**config.mk**
```make
export PLATFORM = sky130hd
export DESIGN_NAME = cogp_packer
export DESIGN_NICKNAME = d
export VERILOG_FILES = /design/src/include/cogp_pkg.sv /design/src/design/cogp_len_calc.sv /design/src/design/cogp_packer.sv
export VERILOG_INCLUDE_DIRS = /design/src /design/src/include
export SDC_FILE = /design/constraint.sdc
export NUM_CORES = 2
export LEC_CHECK = 0
export BUFFER_PORTS_ARGS = -buffer_cell sky130_fd_sc_hd__buf_2
export CELL_PAD_IN_SITES_DETAIL_PLACEMENT = 0
export CELL_PAD_IN_SITES_GLOBAL_PLACEMENT = 1
export CORE_AREA = 4 4 587 589
export CTS_BUF_LIST = sky130_fd_sc_hd__clkbuf_8 sky130_fd_sc_hd__clkbuf_16
export CTS_CLUSTER_DIAMETER = 100
export DETAILED_ROUTE_END_ITERATION = 6
export DIE_AREA = 0 0 591 593
export GPL_TIMING_DRIVEN = 1
export PLACE_DENSITY = 0.53
export SKIP_CTS_REPAIR_TIMING = 1
export SLEW_MARGIN = 20
export SYNTH_ARGS = -nofsm -noshare
export SYNTH_HDL_FRONTEND = slang
export SYNTH_SLANG_ARGS = --single-unit
```
**constraint.sdc**
```tcl
create_clock -name sys_clk -period 7.75 [get_ports sys_clk]
set_clock_uncertainty 0.05 [all_clocks]
set_input_delay 1.1625 -clock sys_clk [delete_from_list [all_inputs] [get_ports sys_clk]]
set_output_delay 1.1625 -clock sys_clk [all_outputs]
set_load 0.005 [all_outputs]
```
**src/include/cogp_regs.svh**
```systemverilog
`ifndef COGP_REGS_SVH
`define COGP_REGS_SVH

// System clock rate and the nanoseconds that one clock period adds to a time count.
`define COGP_CLK_HZ 200000000
`define COGP_NS_PER_SEC 1000000000
`define COGP_NS_PER_CLK (`COGP_NS_PER_SEC / `COGP_CLK_HZ)

// Register word indices on the Avalon-MM slave (byte address is four times the index).
`define COGP_REG_CTRL 4'h0
`define COGP_REG_MASK 4'h1
`define COGP_REG_STATUS 4'h2
`define COGP_REG_LENGTH 4'h3
`define COGP_REG_GROUP 4'h4

// Field positions inside the registers.
`define COGP_CTRL_START 0
`define COGP_STAT_BUSY 0
`define COGP_STAT_SYNC 1

// Reset values and fixed contents.
`define COGP_MASK_RESET 16'h0000
`define COGP_MASK_WRITABLE 16'h7FFF
`define COGP_GROUP_SEL 8'h01

// Field count, payload span and the byte size of each field in mask bit order.
`define COGP_FIELD_COUNT 15
`define COGP_PAYLOAD_MAX 198
`define COGP_SNAP_BITS 1584
`define COGP_SZ_TIME_UP 8'h08
`define COGP_SZ_SAT_TIME 8'h08
`define COGP_SZ_SYNC_TIME 8'h08
`define COGP_SZ_YPR 8'h0C
`define COGP_SZ_QUAT 8'h10
`define COGP_SZ_RATE 8'h0C
`define COGP_SZ_POS 8'h18
`define COGP_SZ_VEL 8'h0C
`define COGP_SZ_ACCEL 8'h0C
`define COGP_SZ_IMU 8'h18
`define COGP_SZ_MAGNETIC_TEMP_PRESSURE 8'h14
`define COGP_SZ_DELTA 8'h1C
`define COGP_SZ_NAV_STATUS 8'h02
`define COGP_SZ_SYNC_COUNT 8'h04
`define COGP_SZ_PPS_TIME 8'h08

`endif

```
**src/include/cogp_pkg.sv**
```systemverilog
package cogp_pkg;
`include "cogp_regs.svh"

   typedef enum logic [1:0] {
      COGP_IDLE = 2'b00,
      COGP_SEND = 2'b01
   } cogp_state_e;

   typedef logic [7:0] cogp_len_t;

   // Byte size of the field enabled by mask bit idx; the reserved bit has none.
   function automatic cogp_len_t cogp_field_size(input logic [3:0] idx);
      case (idx)
         4'h0: cogp_field_size = `COGP_SZ_TIME_UP;
         4'h1: cogp_field_size = `COGP_SZ_SAT_TIME;
         4'h2: cogp_field_size = `COGP_SZ_SYNC_TIME;
         4'h3: cogp_field_size = `COGP_SZ_YPR;
         4'h4: cogp_field_size = `COGP_SZ_QUAT;
         4'h5: cogp_field_size = `COGP_SZ_RATE;
         4'h6: cogp_field_size = `COGP_SZ_POS;
         4'h7: cogp_field_size = `COGP_SZ_VEL;
         4'h8: cogp_field_size = `COGP_SZ_ACCEL;
         4'h9: cogp_field_size = `COGP_SZ_IMU;
         4'hA: cogp_field_size = `COGP_SZ_MAGNETIC_TEMP_PRESSURE;
         4'hB: cogp_field_size = `COGP_SZ_DELTA;
         4'hC: cogp_field_size = `COGP_SZ_NAV_STATUS;
         4'hD: cogp_field_size = `COGP_SZ_SYNC_COUNT;
         4'hE: cogp_field_size = `COGP_SZ_PPS_TIME;
         default: cogp_field_size = 8'h00;
      endcase
   endfunction

   // Byte offset of a field inside the snapshot, the sum of all sizes below it.
   function automatic cogp_len_t cogp_field_base(input logic [3:0] idx);
      cogp_len_t base;
      base = 8'h00;
      for (int j = 0; j < `COGP_FIELD_COUNT; j++) begin
         if (j < int'(idx)) begin
            base = base + cogp_field_size(4'(j));
         end
      end
      cogp_field_base = base;
   endfunction

endpackage

```
**src/design/cogp_len_calc.sv**
```systemverilog
`timescale 1ns/100ps
`include "cogp_regs.svh"

module cogp_len_calc
   import cogp_pkg::*;
(
   // Field selection.
   input wire logic [15:0] field_mask,
   // Resulting payload length in bytes.
   output cogp_len_t payload_len
);

   // Every field has a fixed size, so the length is a plain sum over enabled bits.
   always_comb begin
      payload_len = 8'h00;
      for (int i = 0; i < `COGP_FIELD_COUNT; i++) begin
         if (field_mask[i]) begin
            payload_len = payload_len + cogp_field_size(4'(i));
         end
      end
   end

endmodule

```
**src/design/cogp_packer.sv**
```systemverilog
`timescale 1ns/100ps
`include "cogp_regs.svh"

// What this block does
// - Mask bits 0-2 pick power-up time, satellite time, sync-input time.
// - Mask bit 3 picks yaw-pitch-roll, bit 4 picks the quaternion.
// - Mask bits 5-8 pick rotation rate, position, velocity, acceleration.
// - Mask bits 9-14 pick inertial, magnetic, delta, status, sync count, pps time.
// - Power-up time field counts nanoseconds since startup.
// - Satellite time is a 64-bit nanosecond count, eight payload bytes.
// - Sync-input time is a 64-bit nanosecond count since the last trigger.
// - Yaw-pitch-roll is three floats, yaw first, in degrees.
// - Quaternion is four floats with the scalar last.
// - Rotation rate is three floats, body X, Y, Z, bias removed.
// - Position is three doubles: latitude, longitude, altitude; 24 bytes.
// - Velocity is three floats ordered north, east, down.
// - Acceleration is three floats, body X, Y, Z, gravity included.
// - Each field carries the same content as its twin in other groups.
// - Only this group is produced; the group selector reads one.
// - No length travels in the header; length follows from the mask.
// - Fields have fixed sizes; payload length is their sum.
module cogp_packer
   import cogp_pkg::*;
(
   // Clock and synchronous reset.
   input wire logic sys_clk,
   input wire logic srst,
   // Avalon-MM register slave, word addressed.
   input wire logic [3:0] avs_address,
   input wire logic avs_read,
   input wire logic avs_write,
   input wire logic [31:0] avs_writedata,
   input wire logic [3:0] avs_byteenable,
   output logic [31:0] avs_readdata,
   output logic avs_waitrequest,
   // Sync-input trigger pin.
   input wire logic sync_in,
   // Time sources from the estimator side.
   input wire logic [63:0] sat_time_ns,
   input wire logic [63:0] pps_time_ns,
   // Attitude, IEEE-754 single precision bit patterns.
   input wire logic [31:0] yaw_deg,
   input wire logic [31:0] pitch_deg,
   input wire logic [31:0] roll_deg,
   input wire logic [31:0] quat_0,
   input wire logic [31:0] quat_1,
   input wire logic [31:0] quat_2,
   input wire logic [31:0] quat_scalar,
   // Compensated rotation rate, body axes.
   input wire logic [31:0] rate_x,
   input wire logic [31:0] rate_y,
   input wire logic [31:0] rate_z,
   // Position, IEEE-754 double precision bit patterns.
   input wire logic [63:0] lat_deg,
   input wire logic [63:0] lon_deg,
   input wire logic [63:0] alt_m,
   // Velocity, north-east-down.
   input wire logic [31:0] vel_n,
   input wire logic [31:0] vel_e,
   input wire logic [31:0] vel_d,
   // Acceleration, body axes.
   input wire logic [31:0] accel_x,
   input wire logic [31:0] accel_y,
   input wire logic [31:0] accel_z,
   // Later fields, passed through as preformatted little-endian byte images.
   input wire logic [191:0] inertial_data,
   input wire logic [159:0] magnetic_temp_pressure,
   input wire logic [223:0] delta_angle_velocity,
   input wire logic [15:0] navigation_status,
   // Payload byte stream toward the packet transport.
   output logic pkt_valid,
   output logic [7:0] pkt_data,
   output logic pkt_last,
   input wire logic pkt_ready
);

   logic [63:0] time_since_power_up;
   logic [63:0] time_since_sync_input;
   logic [31:0] sync_input_count;
   logic [2:0] sync_ff;
   logic sync_level, sync_edge, sync_seen;
   logic bus_ack, wr_strobe;
   logic [15:0] field_mask, sel_mask;
   cogp_len_t payload_len, bytes_left, byt, cur_size, byte_addr;
   logic [3:0] fld;
   logic cur_on, start_req, start_go, can_load, load, busy;
   cogp_state_e state;
   logic [`COGP_SNAP_BITS-1:0] flat, snap;
   logic [31:0] next_readdata;

   // Free-running nanosecond clock from reset; each cycle adds one period.
   always_ff @(posedge sys_clk) begin
      if (srst) begin
         time_since_power_up <= 64'h0;
      end else begin
         time_since_power_up <= time_since_power_up + 64'(`COGP_NS_PER_CLK);
      end
   end

   // Three-stage synchroniser; a level counts once stages two and three agree.
   always_ff @(posedge sys_clk) begin
      if (srst) begin
         sync_ff <= 3'h0;
         sync_level <= 1'b0;
      end else begin
         sync_ff <= {sync_ff[1:0], sync_in};
         if (sync_ff[1] == sync_ff[2]) begin
            sync_level <= sync_ff[2];
         end
      end
   end

   assign sync_edge = sync_ff[1] & sync_ff[2] & ~sync_level;

   // Time since the last trigger restarts at each accepted rising edge.
   always_ff @(posedge sys_clk) begin
      if (srst) begin
         time_since_sync_input <= 64'h0;
         sync_input_count <= 32'h0;
      end else if (sync_edge) begin
         time_since_sync_input <= 64'h0;
         sync_input_count <= sync_input_count + 32'h1;
      end else begin
         time_since_sync_input <= time_since_sync_input + 64'(`COGP_NS_PER_CLK);
      end
   end

   // Sticky trigger flag; a new edge in the clearing cycle wins over the clear.
   always_ff @(posedge sys_clk) begin
      if (srst) begin
         sync_seen <= 1'b0;
      end else if (sync_edge) begin
         sync_seen <= 1'b1;
      end else if (wr_strobe && avs_address == `COGP_REG_STATUS && avs_byteenable[0] &&
                   avs_writedata[`COGP_STAT_SYNC]) begin
         sync_seen <= 1'b0;
      end
   end

   // Every access waits exactly one cycle so that read data come from a flop.
   assign avs_waitrequest = (avs_read | avs_write) & ~bus_ack;
   assign wr_strobe = avs_write & bus_ack;

   always_ff @(posedge sys_clk) begin
      if (srst) begin
         bus_ack <= 1'b0;
      end else begin
         bus_ack <= (avs_read | avs_write) & ~bus_ack;
      end
   end

   // Read multiplexer; unmapped words read as zero.
   always_comb begin
      case (avs_address)
         `COGP_REG_MASK: next_readdata = {16'h0000, field_mask};
         `COGP_REG_STATUS: next_readdata = {30'h0, sync_seen, busy};
         `COGP_REG_LENGTH: next_readdata = {24'h000000, payload_len};
         `COGP_REG_GROUP: next_readdata = {24'h000000, `COGP_GROUP_SEL};
         default: next_readdata = 32'h0000_0000;
      endcase
   end

   always_ff @(posedge sys_clk) begin
      if (srst) begin
         avs_readdata <= 32'h0000_0000;
      end else if (avs_read && !bus_ack) begin
         avs_readdata <= next_readdata;
      end
   end

   // Field mask; the reserved top bit is not stored, so a stray one cannot select.
   always_ff @(posedge sys_clk) begin
      if (srst) begin
         field_mask <= `COGP_MASK_RESET;
      end else if (wr_strobe && avs_address == `COGP_REG_MASK) begin
         if (avs_byteenable[0]) begin
            field_mask[7:0] <= avs_writedata[7:0];
         end
         if (avs_byteenable[1]) begin
            field_mask[15:8] <= avs_writedata[15:8] & 8'(`COGP_MASK_WRITABLE >> 8);
         end
      end
   end

   // Fixed-size fields make the length a pure function of the mask.
   cogp_len_calc u_len (
      .field_mask(field_mask),
      .payload_len(payload_len)
   );

   // Snapshot image in mask bit order, each value little-endian within its bytes.
   // Content is the same value that feeds the matching field of the other groups.
   assign flat = {
      pps_time_ns,
      sync_input_count,
      navigation_status,
      delta_angle_velocity,
      magnetic_temp_pressure,
      inertial_data,
      accel_z, accel_y, accel_x,
      vel_d, vel_e, vel_n,
      alt_m, lon_deg, lat_deg,
      rate_z, rate_y, rate_x,
      quat_scalar, quat_2, quat_1, quat_0,
      roll_deg, pitch_deg, yaw_deg,
      time_since_sync_input,
      sat_time_ns,
      time_since_power_up
   };

   // A start while a payload is still in flight is ignored rather than queued.
   assign start_req = wr_strobe && avs_address == `COGP_REG_CTRL && avs_byteenable[0] &&
                      avs_writedata[`COGP_CTRL_START];
   assign start_go = start_req && state == COGP_IDLE && !pkt_valid;
   assign busy = (state != COGP_IDLE) | pkt_valid;

   // Current field decode.
   assign cur_size = cogp_field_size(fld);
   assign cur_on = sel_mask[fld];
   assign byte_addr = cogp_field_base(fld) + byt;
   assign can_load = ~pkt_valid | pkt_ready;
   assign load = state == COGP_SEND && bytes_left != 8'h00 && cur_on && can_load;

   // Capture all measurements at once so a payload never mixes two epochs.
   always_ff @(posedge sys_clk) begin
      if (srst) begin
         snap <= '0;
         sel_mask <= 16'h0000;
      end else if (start_go) begin
         snap <= flat;
         sel_mask <= field_mask;
      end
   end

   // Walk the fields upward; disabled fields cost one cycle and emit nothing.
   always_ff @(posedge sys_clk) begin
      if (srst) begin
         state <= COGP_IDLE;
         fld <= 4'h0;
         byt <= 8'h00;
         bytes_left <= 8'h00;
      end else begin
         case (state)
            COGP_IDLE: begin
               if (start_go) begin
                  state <= COGP_SEND;
                  fld <= 4'h0;
                  byt <= 8'h00;
                  bytes_left <= payload_len;
               end
            end
            COGP_SEND: begin
               if (bytes_left == 8'h00) begin
                  state <= COGP_IDLE;
               end else if (!cur_on) begin
                  fld <= fld + 4'h1;
               end else if (can_load) begin
                  bytes_left <= bytes_left - 8'h01;
                  if (byt == cur_size - 8'h01) begin
                     fld <= fld + 4'h1;
                     byt <= 8'h00;
                  end else begin
                     byt <= byt + 8'h01;
                  end
               end
            end
            default: begin
               state <= COGP_IDLE;
            end
         endcase
      end
   end

   // Output byte register; the low byte of each value leaves first.
   always_ff @(posedge sys_clk) begin
      if (srst) begin
         pkt_data <= 8'h00;
         pkt_last <= 1'b0;
      end else if (load) begin
         pkt_data <= snap[{byte_addr, 3'b000} +: 8];
         pkt_last <= bytes_left == 8'h01;
      end
   end

   always_ff @(posedge sys_clk) begin
      if (srst) begin
         pkt_valid <= 1'b0;
      end else if (load) begin
         pkt_valid <= 1'b1;
      end else if (pkt_ready) begin
         pkt_valid <= 1'b0;
      end
   end

   property p_time_step;
      @(posedge sys_clk) disable iff (srst)
         !$past(srst) |->
            time_since_power_up == $past(time_since_power_up) + 64'(`COGP_NS_PER_CLK);
   endproperty
   a_time_step: assert property (p_time_step) else $error("power-up time step wrong");

   property p_sync_restart;
      @(posedge sys_clk) disable iff (srst)
         sync_edge |=> time_since_sync_input == 64'h0 ##1
            time_since_sync_input == 64'(`COGP_NS_PER_CLK) || sync_edge;
   endproperty
   a_sync_restart: assert property (p_sync_restart) else $error("sync time not restarted");

   property p_sync_count;
      @(posedge sys_clk) disable iff (srst)
         sync_edge |=> sync_input_count == $past(sync_input_count) + 32'h1;
   endproperty
   a_sync_count: assert property (p_sync_count) else $error("sync count not advanced");

   property p_len_loaded;
      @(posedge sys_clk) disable iff (srst)
         start_go |=> state == COGP_SEND && bytes_left == $past(payload_len);
   endproperty
   a_len_loaded: assert property (p_len_loaded) else $error("payload length not loaded");

   property p_last_byte;
      @(posedge sys_clk) disable iff (srst)
         load |=> pkt_valid && (pkt_last == ($past(bytes_left) == 8'h01));
   endproperty
   a_last_byte: assert property (p_last_byte) else $error("last flag misplaced");

   property p_skip_field;
      @(posedge sys_clk) disable iff (srst)
         state == COGP_SEND && bytes_left != 8'h00 && !cur_on |=>
            fld == $past(fld) + 4'h1 && bytes_left == $past(bytes_left);
   endproperty
   a_skip_field: assert property (p_skip_field) else $error("disabled field mishandled");

   property p_first_byte;
      @(posedge sys_clk) disable iff (srst)
         load && fld == 4'h0 && byt == 8'h00 |=> pkt_data == snap[7:0];
   endproperty
   a_first_byte: assert property (p_first_byte) else $error("first byte not low byte");

   property p_ypr_order;
      @(posedge sys_clk) disable iff (srst)
         start_go |=> snap[24*8 +: 32] == $past(yaw_deg) && snap[32*8 +: 32] == $past(roll_deg);
   endproperty
   a_ypr_order: assert property (p_ypr_order) else $error("attitude angles misordered");

   property p_quat_scalar;
      @(posedge sys_clk) disable iff (srst)
         start_go |=> snap[48*8 +: 32] == $past(quat_scalar);
   endproperty
   a_quat_scalar: assert property (p_quat_scalar) else $error("quaternion scalar misplaced");

   property p_group_read;
      @(posedge sys_clk) disable iff (srst)
         avs_read && !bus_ack && avs_address == `COGP_REG_GROUP |=>
            !avs_waitrequest && avs_readdata == {24'h000000, `COGP_GROUP_SEL};
   endproperty
   a_group_read: assert property (p_group_read) else $error("group selector read wrong");

endmodule

```
# Word-level counts from Yosys, hierarchy flattened
# Memories as Yosys holds them, arrays and structs flattened. A register that Yosys moved wholly into a read port is not among the register bits.
# Cells that the tools add are included.
totals:
  reg_bits: 1844
  output_inout_bits: 43
  memories: 1
  elab_cells: 214
  mem_bits_ro: 64
  in_bits: 1470
op_classes:
  add_sub_neg: 36
  n_reduce_logical: 29
  shift: 1
  muxes: 87
  magnitude_cmp: 16
  eq_ne: 15
  bitwise: 10
mem_list:
  columns: ["name", "words", "width", "read_ports", "rd_clocked_by_memory_dff", "wr", "line_no", "source"]
  rows:
  - ["(no name shown)", 16, 4, 1, 1, 0, "cogp_pkg.sv:13", "case (idx)"]
op_table:
  columns: ["op", "n"]
  rows:
  - ["1584-bit by 12-bit variable part select with 8-bit output", 1]
  - ["8-bit 2-to-1 mux", 65]
  - ["8-bit adder", 28]
  - ["64-bit by 3-bit adder with 64-bit output, second input constant", 2]
  - ["15-bit one-hot mux with 4 select lines", 1]
  - ["4-bit 2-to-1 mux", 9]
  - ["32-bit by 1-bit adder with 32-bit output, second input constant", 1]
  - ["8-bit one-hot mux with 2 select lines", 2]
  - ["4-bit < comparator, first input constant", 7]
  - ["3-bit by 4-bit < comparator with 1-bit output, first input constant", 4]
  - ["8-bit by 1-bit subtractor with 8-bit output, second input constant", 2]
  - ["1-bit logical AND", 13]
  - ["5-bit AND reduction", 2]
  - ["4-bit by 8-bit adder with 8-bit output", 1]
  - ["8-bit by 1-bit adder with 8-bit output, second input constant", 1]
  - ["4-bit by 2-bit equality test with 1-bit output, second input constant", 2]
  - ["8-bit by 1-bit equality test with 1-bit output, second input constant", 1]
  - ["8-bit equality test", 1]
  - ["8-bit zero test", 1]
  - ["1-bit by 4-bit < comparator with 1-bit output, first input constant", 2]
  - ["2-bit by 4-bit < comparator with 1-bit output, first input constant", 2]
  - ["2-bit != test, second input constant", 4]
  - ["4-bit one-hot mux with 2 select lines", 1]
  - ["2-bit nonzero test", 4]
  - ["other kinds (22)", 37]

# Longest topological paths before layout
depth:
  depth_word: 32
  mapped_depth: 37
  depth_no_buf: 34

# Hierarchy
# From an unflattened synthesis, not the netlist that was laid out.
hier_totals:
  cells_unflattened: 9269
  hier_area_um2: 80041.8
by_module_without_submodules:
  columns: ["mod", "n_inst", "cells_each", "area_per_inst_um2", "seq_area_each_um2"]
  rows:
  - ["cogp_packer", 1, 9039, 78331.4, 36635.1]
  - ["cogp_len_calc", 1, 230, 1710.4, 0.0]

# Worst setup path before layout
# OpenSTA, ideal clock, no wires.
synth_timing:
  path_type: "register to register"
  startpoint: "register fld[0]"
  endpoint: "register pkt_data[0]"
  setup_time_ns: 0.117
  arrival_time_ns: 7.819
  period_less_slack_ns: 7.986
  stages_incl_launch_ff: 32
  setup_slack_ns: -0.236
  path_cell_list: "dfxtp_1 clkbuf_1 inv_1 ha_1 and2_1 ha_1 buf_2 xor2_1 ha_1 nand2_1 o21ai_0 ha_1 mux2i_1 xnor2_1 ha_1 mux2i_1 ha_1 mux2i_1 ha_1 mux2i_1 xor2_1 ha_1 xor2_1 clkbuf_1 buf_1 mux4_2 mux4_2 mux2i_1 mux2i_1 nor2_1 nor2_1 a32o_1"
synth_between:
  elab_chain_cells: 32
  elab_cells_between_ends: 50
synth_rtl:
  columns: ["item", "line_no", "source"]
  rows:
  - ["start, declared", "cogp_packer.sv:85", "logic [3:0] fld;"]
  - ["start signal, assigned", "cogp_packer.sv:256", "fld <= fld + 4'h1;"]
  - ["start signal, assigned", "cogp_packer.sv:260", "fld <= fld + 4'h1;"]
  - ["1-bit by 4-bit < comparator with 1-bit output", "cogp_pkg.sv:38", "if (j < int'(idx)) begin"]
  - ["4-bit 2-to-1 mux", "cogp_pkg.sv:38", null]
  - ["8-bit adder", "cogp_pkg.sv:39", "base = base + cogp_field_size(4'(j));"]
  - ["8-bit 2-to-1 mux", "cogp_pkg.sv:38", null]
  - ["8-bit adder", "cogp_pkg.sv:39", null]
  - ["8-bit 2-to-1 mux", "cogp_pkg.sv:38", null]
  - ["8-bit adder", "cogp_pkg.sv:39", null]
  - ["8-bit 2-to-1 mux", "cogp_pkg.sv:38", null]
  - ["[... 16 more ...]", null, null]
  - ["8-bit adder", "cogp_pkg.sv:39", null]
  - ["8-bit 2-to-1 mux", "cogp_pkg.sv:38", null]
  - ["8-bit adder", "cogp_pkg.sv:39", null]
  - ["8-bit 2-to-1 mux", "cogp_pkg.sv:38", null]
  - ["8-bit adder", "cogp_pkg.sv:39", null]
  - ["8-bit 2-to-1 mux", "cogp_pkg.sv:38", null]
  - ["8-bit adder", "cogp_packer.sv:220", "assign byte_addr = cogp_field_base(fld) + byt;"]
  - ["1584-bit by 12-bit variable part select with 8-bit output", "cogp_packer.sv:280", "pkt_data <= snap[{byte_addr, 3'b000} +: 8];"]
  - ["end signal, assigned", "cogp_packer.sv:280", null]
  - ["end, declared", "cogp_packer.sv:72", "output logic [7:0] pkt_data,"]
# Parallel ways exist; a longest one is shown, timed or not. The select of a mux whose other input is x is not followed.
# A chain may end at the register's enable or synchronous reset.

# Final worst setup path
layout_timing:
  startpoint: "register fld[1]"
  endpoint: "register pkt_data[5]"
# Same word-level chain as after synthesis.

==> impl_metrics.csv <==
group,metric,value,unit
timing,fin_setup_tns,0,ps
floorplanning,row_count,214,
worst_setup_path,critPathBufInv,8,
timing,rsz0062_at_grt,"false",
timing,maxSlewViolCount,0,
grt,grt_max_degree,203,
yosys,ys_types,93,
timing,finalCritPeriodShare,0.942,
placed_design,dp_hpwl,299000,µm
yosys,ys.flop_type,"dfxtp_1",
yosys,ys_ff_latch,1830,
worst_setup_path,crit_path_end_kind,"register",
drt,vias_per_cell,4.79,
final_layout,fin_area,99800,µm²
drt,wl_per_cell,25.5,µm
timing,final-setup-viol-count,0,
placed_design,placed_area,91900,µm²
clock_tree,cts_sinks,1830,
yosys,yosysWarnings,0,
timing,worst_slew_pin_slew,1140,ps
power_and_ir_drop,power_density,210,nW/µm²
yosys,ys_async_sr_fraction,0,
placed_design,io_buffers,1476,
clock_tree,ctsRootBufferMaster,"clkbuf_16",
drt,vias,73004,
final_layout,drive_above_1_share,0.240,
yosys,syn_avg_cell_area,8.60,µm²
drt,antenna_left,0,
yosys,synth_area,80200,µm²
clock_tree,cts_tree,"built",
floorplanning,die_x,591,µm
job,drv_cap,0,
grt,antenna_found_initial,282,
worst_setup_path,cpPeakStageDelay,510,ps
placed_design,globalplace.congestion,0.885,
worst_setup_path,worst-setup-path-type,"reg2reg",
floorplanning,dieHeight,593,µm
worst_setup_path,slowest_stage,"or4_1",
grt,grt_pass1_wl,533000,µm
clock_tree,htreeDepth,4,
timing,final_hold_viol_count,0,
worst_setup_path,required,8490,ps
yosys,synth_edf_count,0,
timing,finalCriticalPeriod,7300,ps
floorplanning,start_util,0.236,
yosys,synthCells,9316,
yosys,synth_seq_area_share,0.457,
drt,wirelength,388000,µm
final_layout,fillers,36467,
grt,grt_pass1_vias,71320,
worst_hold_path,hold_path_class,"reg2reg",
status,status,"finished, final reports clean",
drt,firstDrtPassIters,6,
clock_tree,clk_latency,900,ps
floorplanning,dieArea,350000,µm²
floorplanning,ioPinCount,1513,
grt,track_usage,0.210,
clock_tree,clk_path_buf_depth,4,
worst_setup_path,critical_path_arrival,8040,ps
drt,drc,0,
worst_setup_path,start_kind,"register",
final_layout,nets,11914,
clock_tree,cts_buffers,221,
timing,maxClockFrequency,137,MHz
final_layout,multi_input_area,40700,µm²
worst_setup_path,crit_fanout,22,
floorplanning,coreArea,339000,µm²
worst_setup_path,path_delay_family,"compound AO/OA/AOI/OAI gates",
grt,overflow,0,
drt,drt_iter0_drc,5630,
final_layout,synthToLayoutAreaGrowth,24.5,%
clock_tree,clkTransAtPathRegs,60,ps
final_layout,regArea,36600,µm²
timing,slew_headroom,0.237,
power_and_ir_drop,ir_drop,184,µV
power_and_ir_drop,p_leak,34.8,nW
[final cells by class]
| cell class | count | area share |
|---|---|---|
| multi-input cells | 6707 | 0.408 |
| well taps | 4536 | 0.0568 |
| clock inverters | 124 | 0.0111 |
| flip-flops and latches | 1830 | 0.367 |
| diodes | 125 | 0.00313 |
| repair buffers | 1597 | 0.0889 |
| clock buffers | 280 | 0.0637 |
| inverters | 45 | 0.00169 |
[tightest hold or removal path, cell delays in order (launching register included)]
cell and delay [ps]:
dfxtp_1 300, nand2_1 50, a21oi_1 50
[per-stage QoR]
step	hold WS [ps]	setup slack, ps	utilization	instances	power, mW
detailed placement	389	206	0.271	14711	10.5
finish	400	447	0.294	15244	20.9
global placement	390	72.1	0.271	14711	10.5
global route	367	4.36	0.294	15188	21.6
floorplan	364	5.66	-	9332	9.84
CTS	314	204	0.293	15115	21.3
[where the power goes]
part | internal (mW) | leakage (nW) | switching, mW
Sequential | 9.42 | 14.7 | 0.0163
Combinational | 0.308 | 16.1 | 0.492
Clock | 6.22 | 3.88 | 4.48
Total | 16.0 | 34.8 | 4.99
[path summary, 6_finish.rpt]
check            start     endpoint  slack [ps]  cells after the start
max             fld[1]  pkt_data[5]         450                     32
min          snap[761]    snap[761]         400                      2
max reg2reg     fld[1]  pkt_data[5]         450                     32
min reg2reg  snap[761]    snap[761]         400                      2
[cell families (layout without fill, tap and decap cells)]
logic type	after synthesis	after routing	share of synthesized area
AND/OR/NAND/NOR	3974	3974	0.196
flip-flops	1830	1830	0.457
XOR/XNOR	215	215	0.0246
other	1	142	0.0000468
adder cells (fa/ha/maj)	43	43	0.00677
buffers and inverters	795	2046	0.0384
AO/OA/AOI/OAI	1872	1872	0.123
multiplexers	586	586	0.154
[cells in the final DEF (no fill, tap or decap), drive strengths merged, types with 57 or more instances in the layout]
cell,instances
nand2,3352
dfxtp,1830
a21oi,1674
buf,1596
mux4,516
clkbuf,281
nor2,277
xor2,143
diode,125
inv,105
nand3,89
xnor2,70
o21ai,59
mux2i,57
[sequential cells by signal, summed over array words and instances (netlist names)]
register and cells:
state 1, time_since_power_up 64, cur_size 4, pkt_last 1, snap 1584, sync_seen 1
sync_input_count 32, sel_mask 15, sync_ff 3, byt 8, pkt_data 8, field_mask 15
fld 4, pkt_valid 1, time_since_sync_input 64, bus_ack 1, avs_readdata 15, sync_level 1
bytes_left 8
[per-layer routing]
metal  up-vias  routed length [µm]  GRT usage
li1      33947                   -          -
met5         -                 862          0
met2      2175              186000      0.351
met4       138               14200     0.0726
met3       711               22200     0.0418
met1     36033              165000      0.269
[synthesized netlist by cell type (all sizes together) (6+ instances only)]
library cell     n  area [µm²]
a21o            14         105
a21oi         1674        8390
a22oi           16         120
a32o             8        80.1
and2            17         108
and3            40         250
and4            16         140
buf             84         408
clkbuf         666        2500
dfxtp         1830       36600
ha              41         513
inv             45         169
mux2            13         146
mux2i           57         574
mux4           516       11600
nand2         3352       12600
nand2b          14        87.6
nand3           89         445
nand4           34         213
nor2           277        1050
nor2b           23         144
nor3            40         200
nor3b            9        72.6
nor4             7        50.1
o211ai           9        72.6
o21a            10        76.3
o21ai           59         295
o21bai           8        60.1
o22ai            7        43.8
o31ai            6        58.8
or2              9        56.3
or3             28         175
xnor2           70         669
xor2           143        1250
Power figures use the tool's default switching activity.
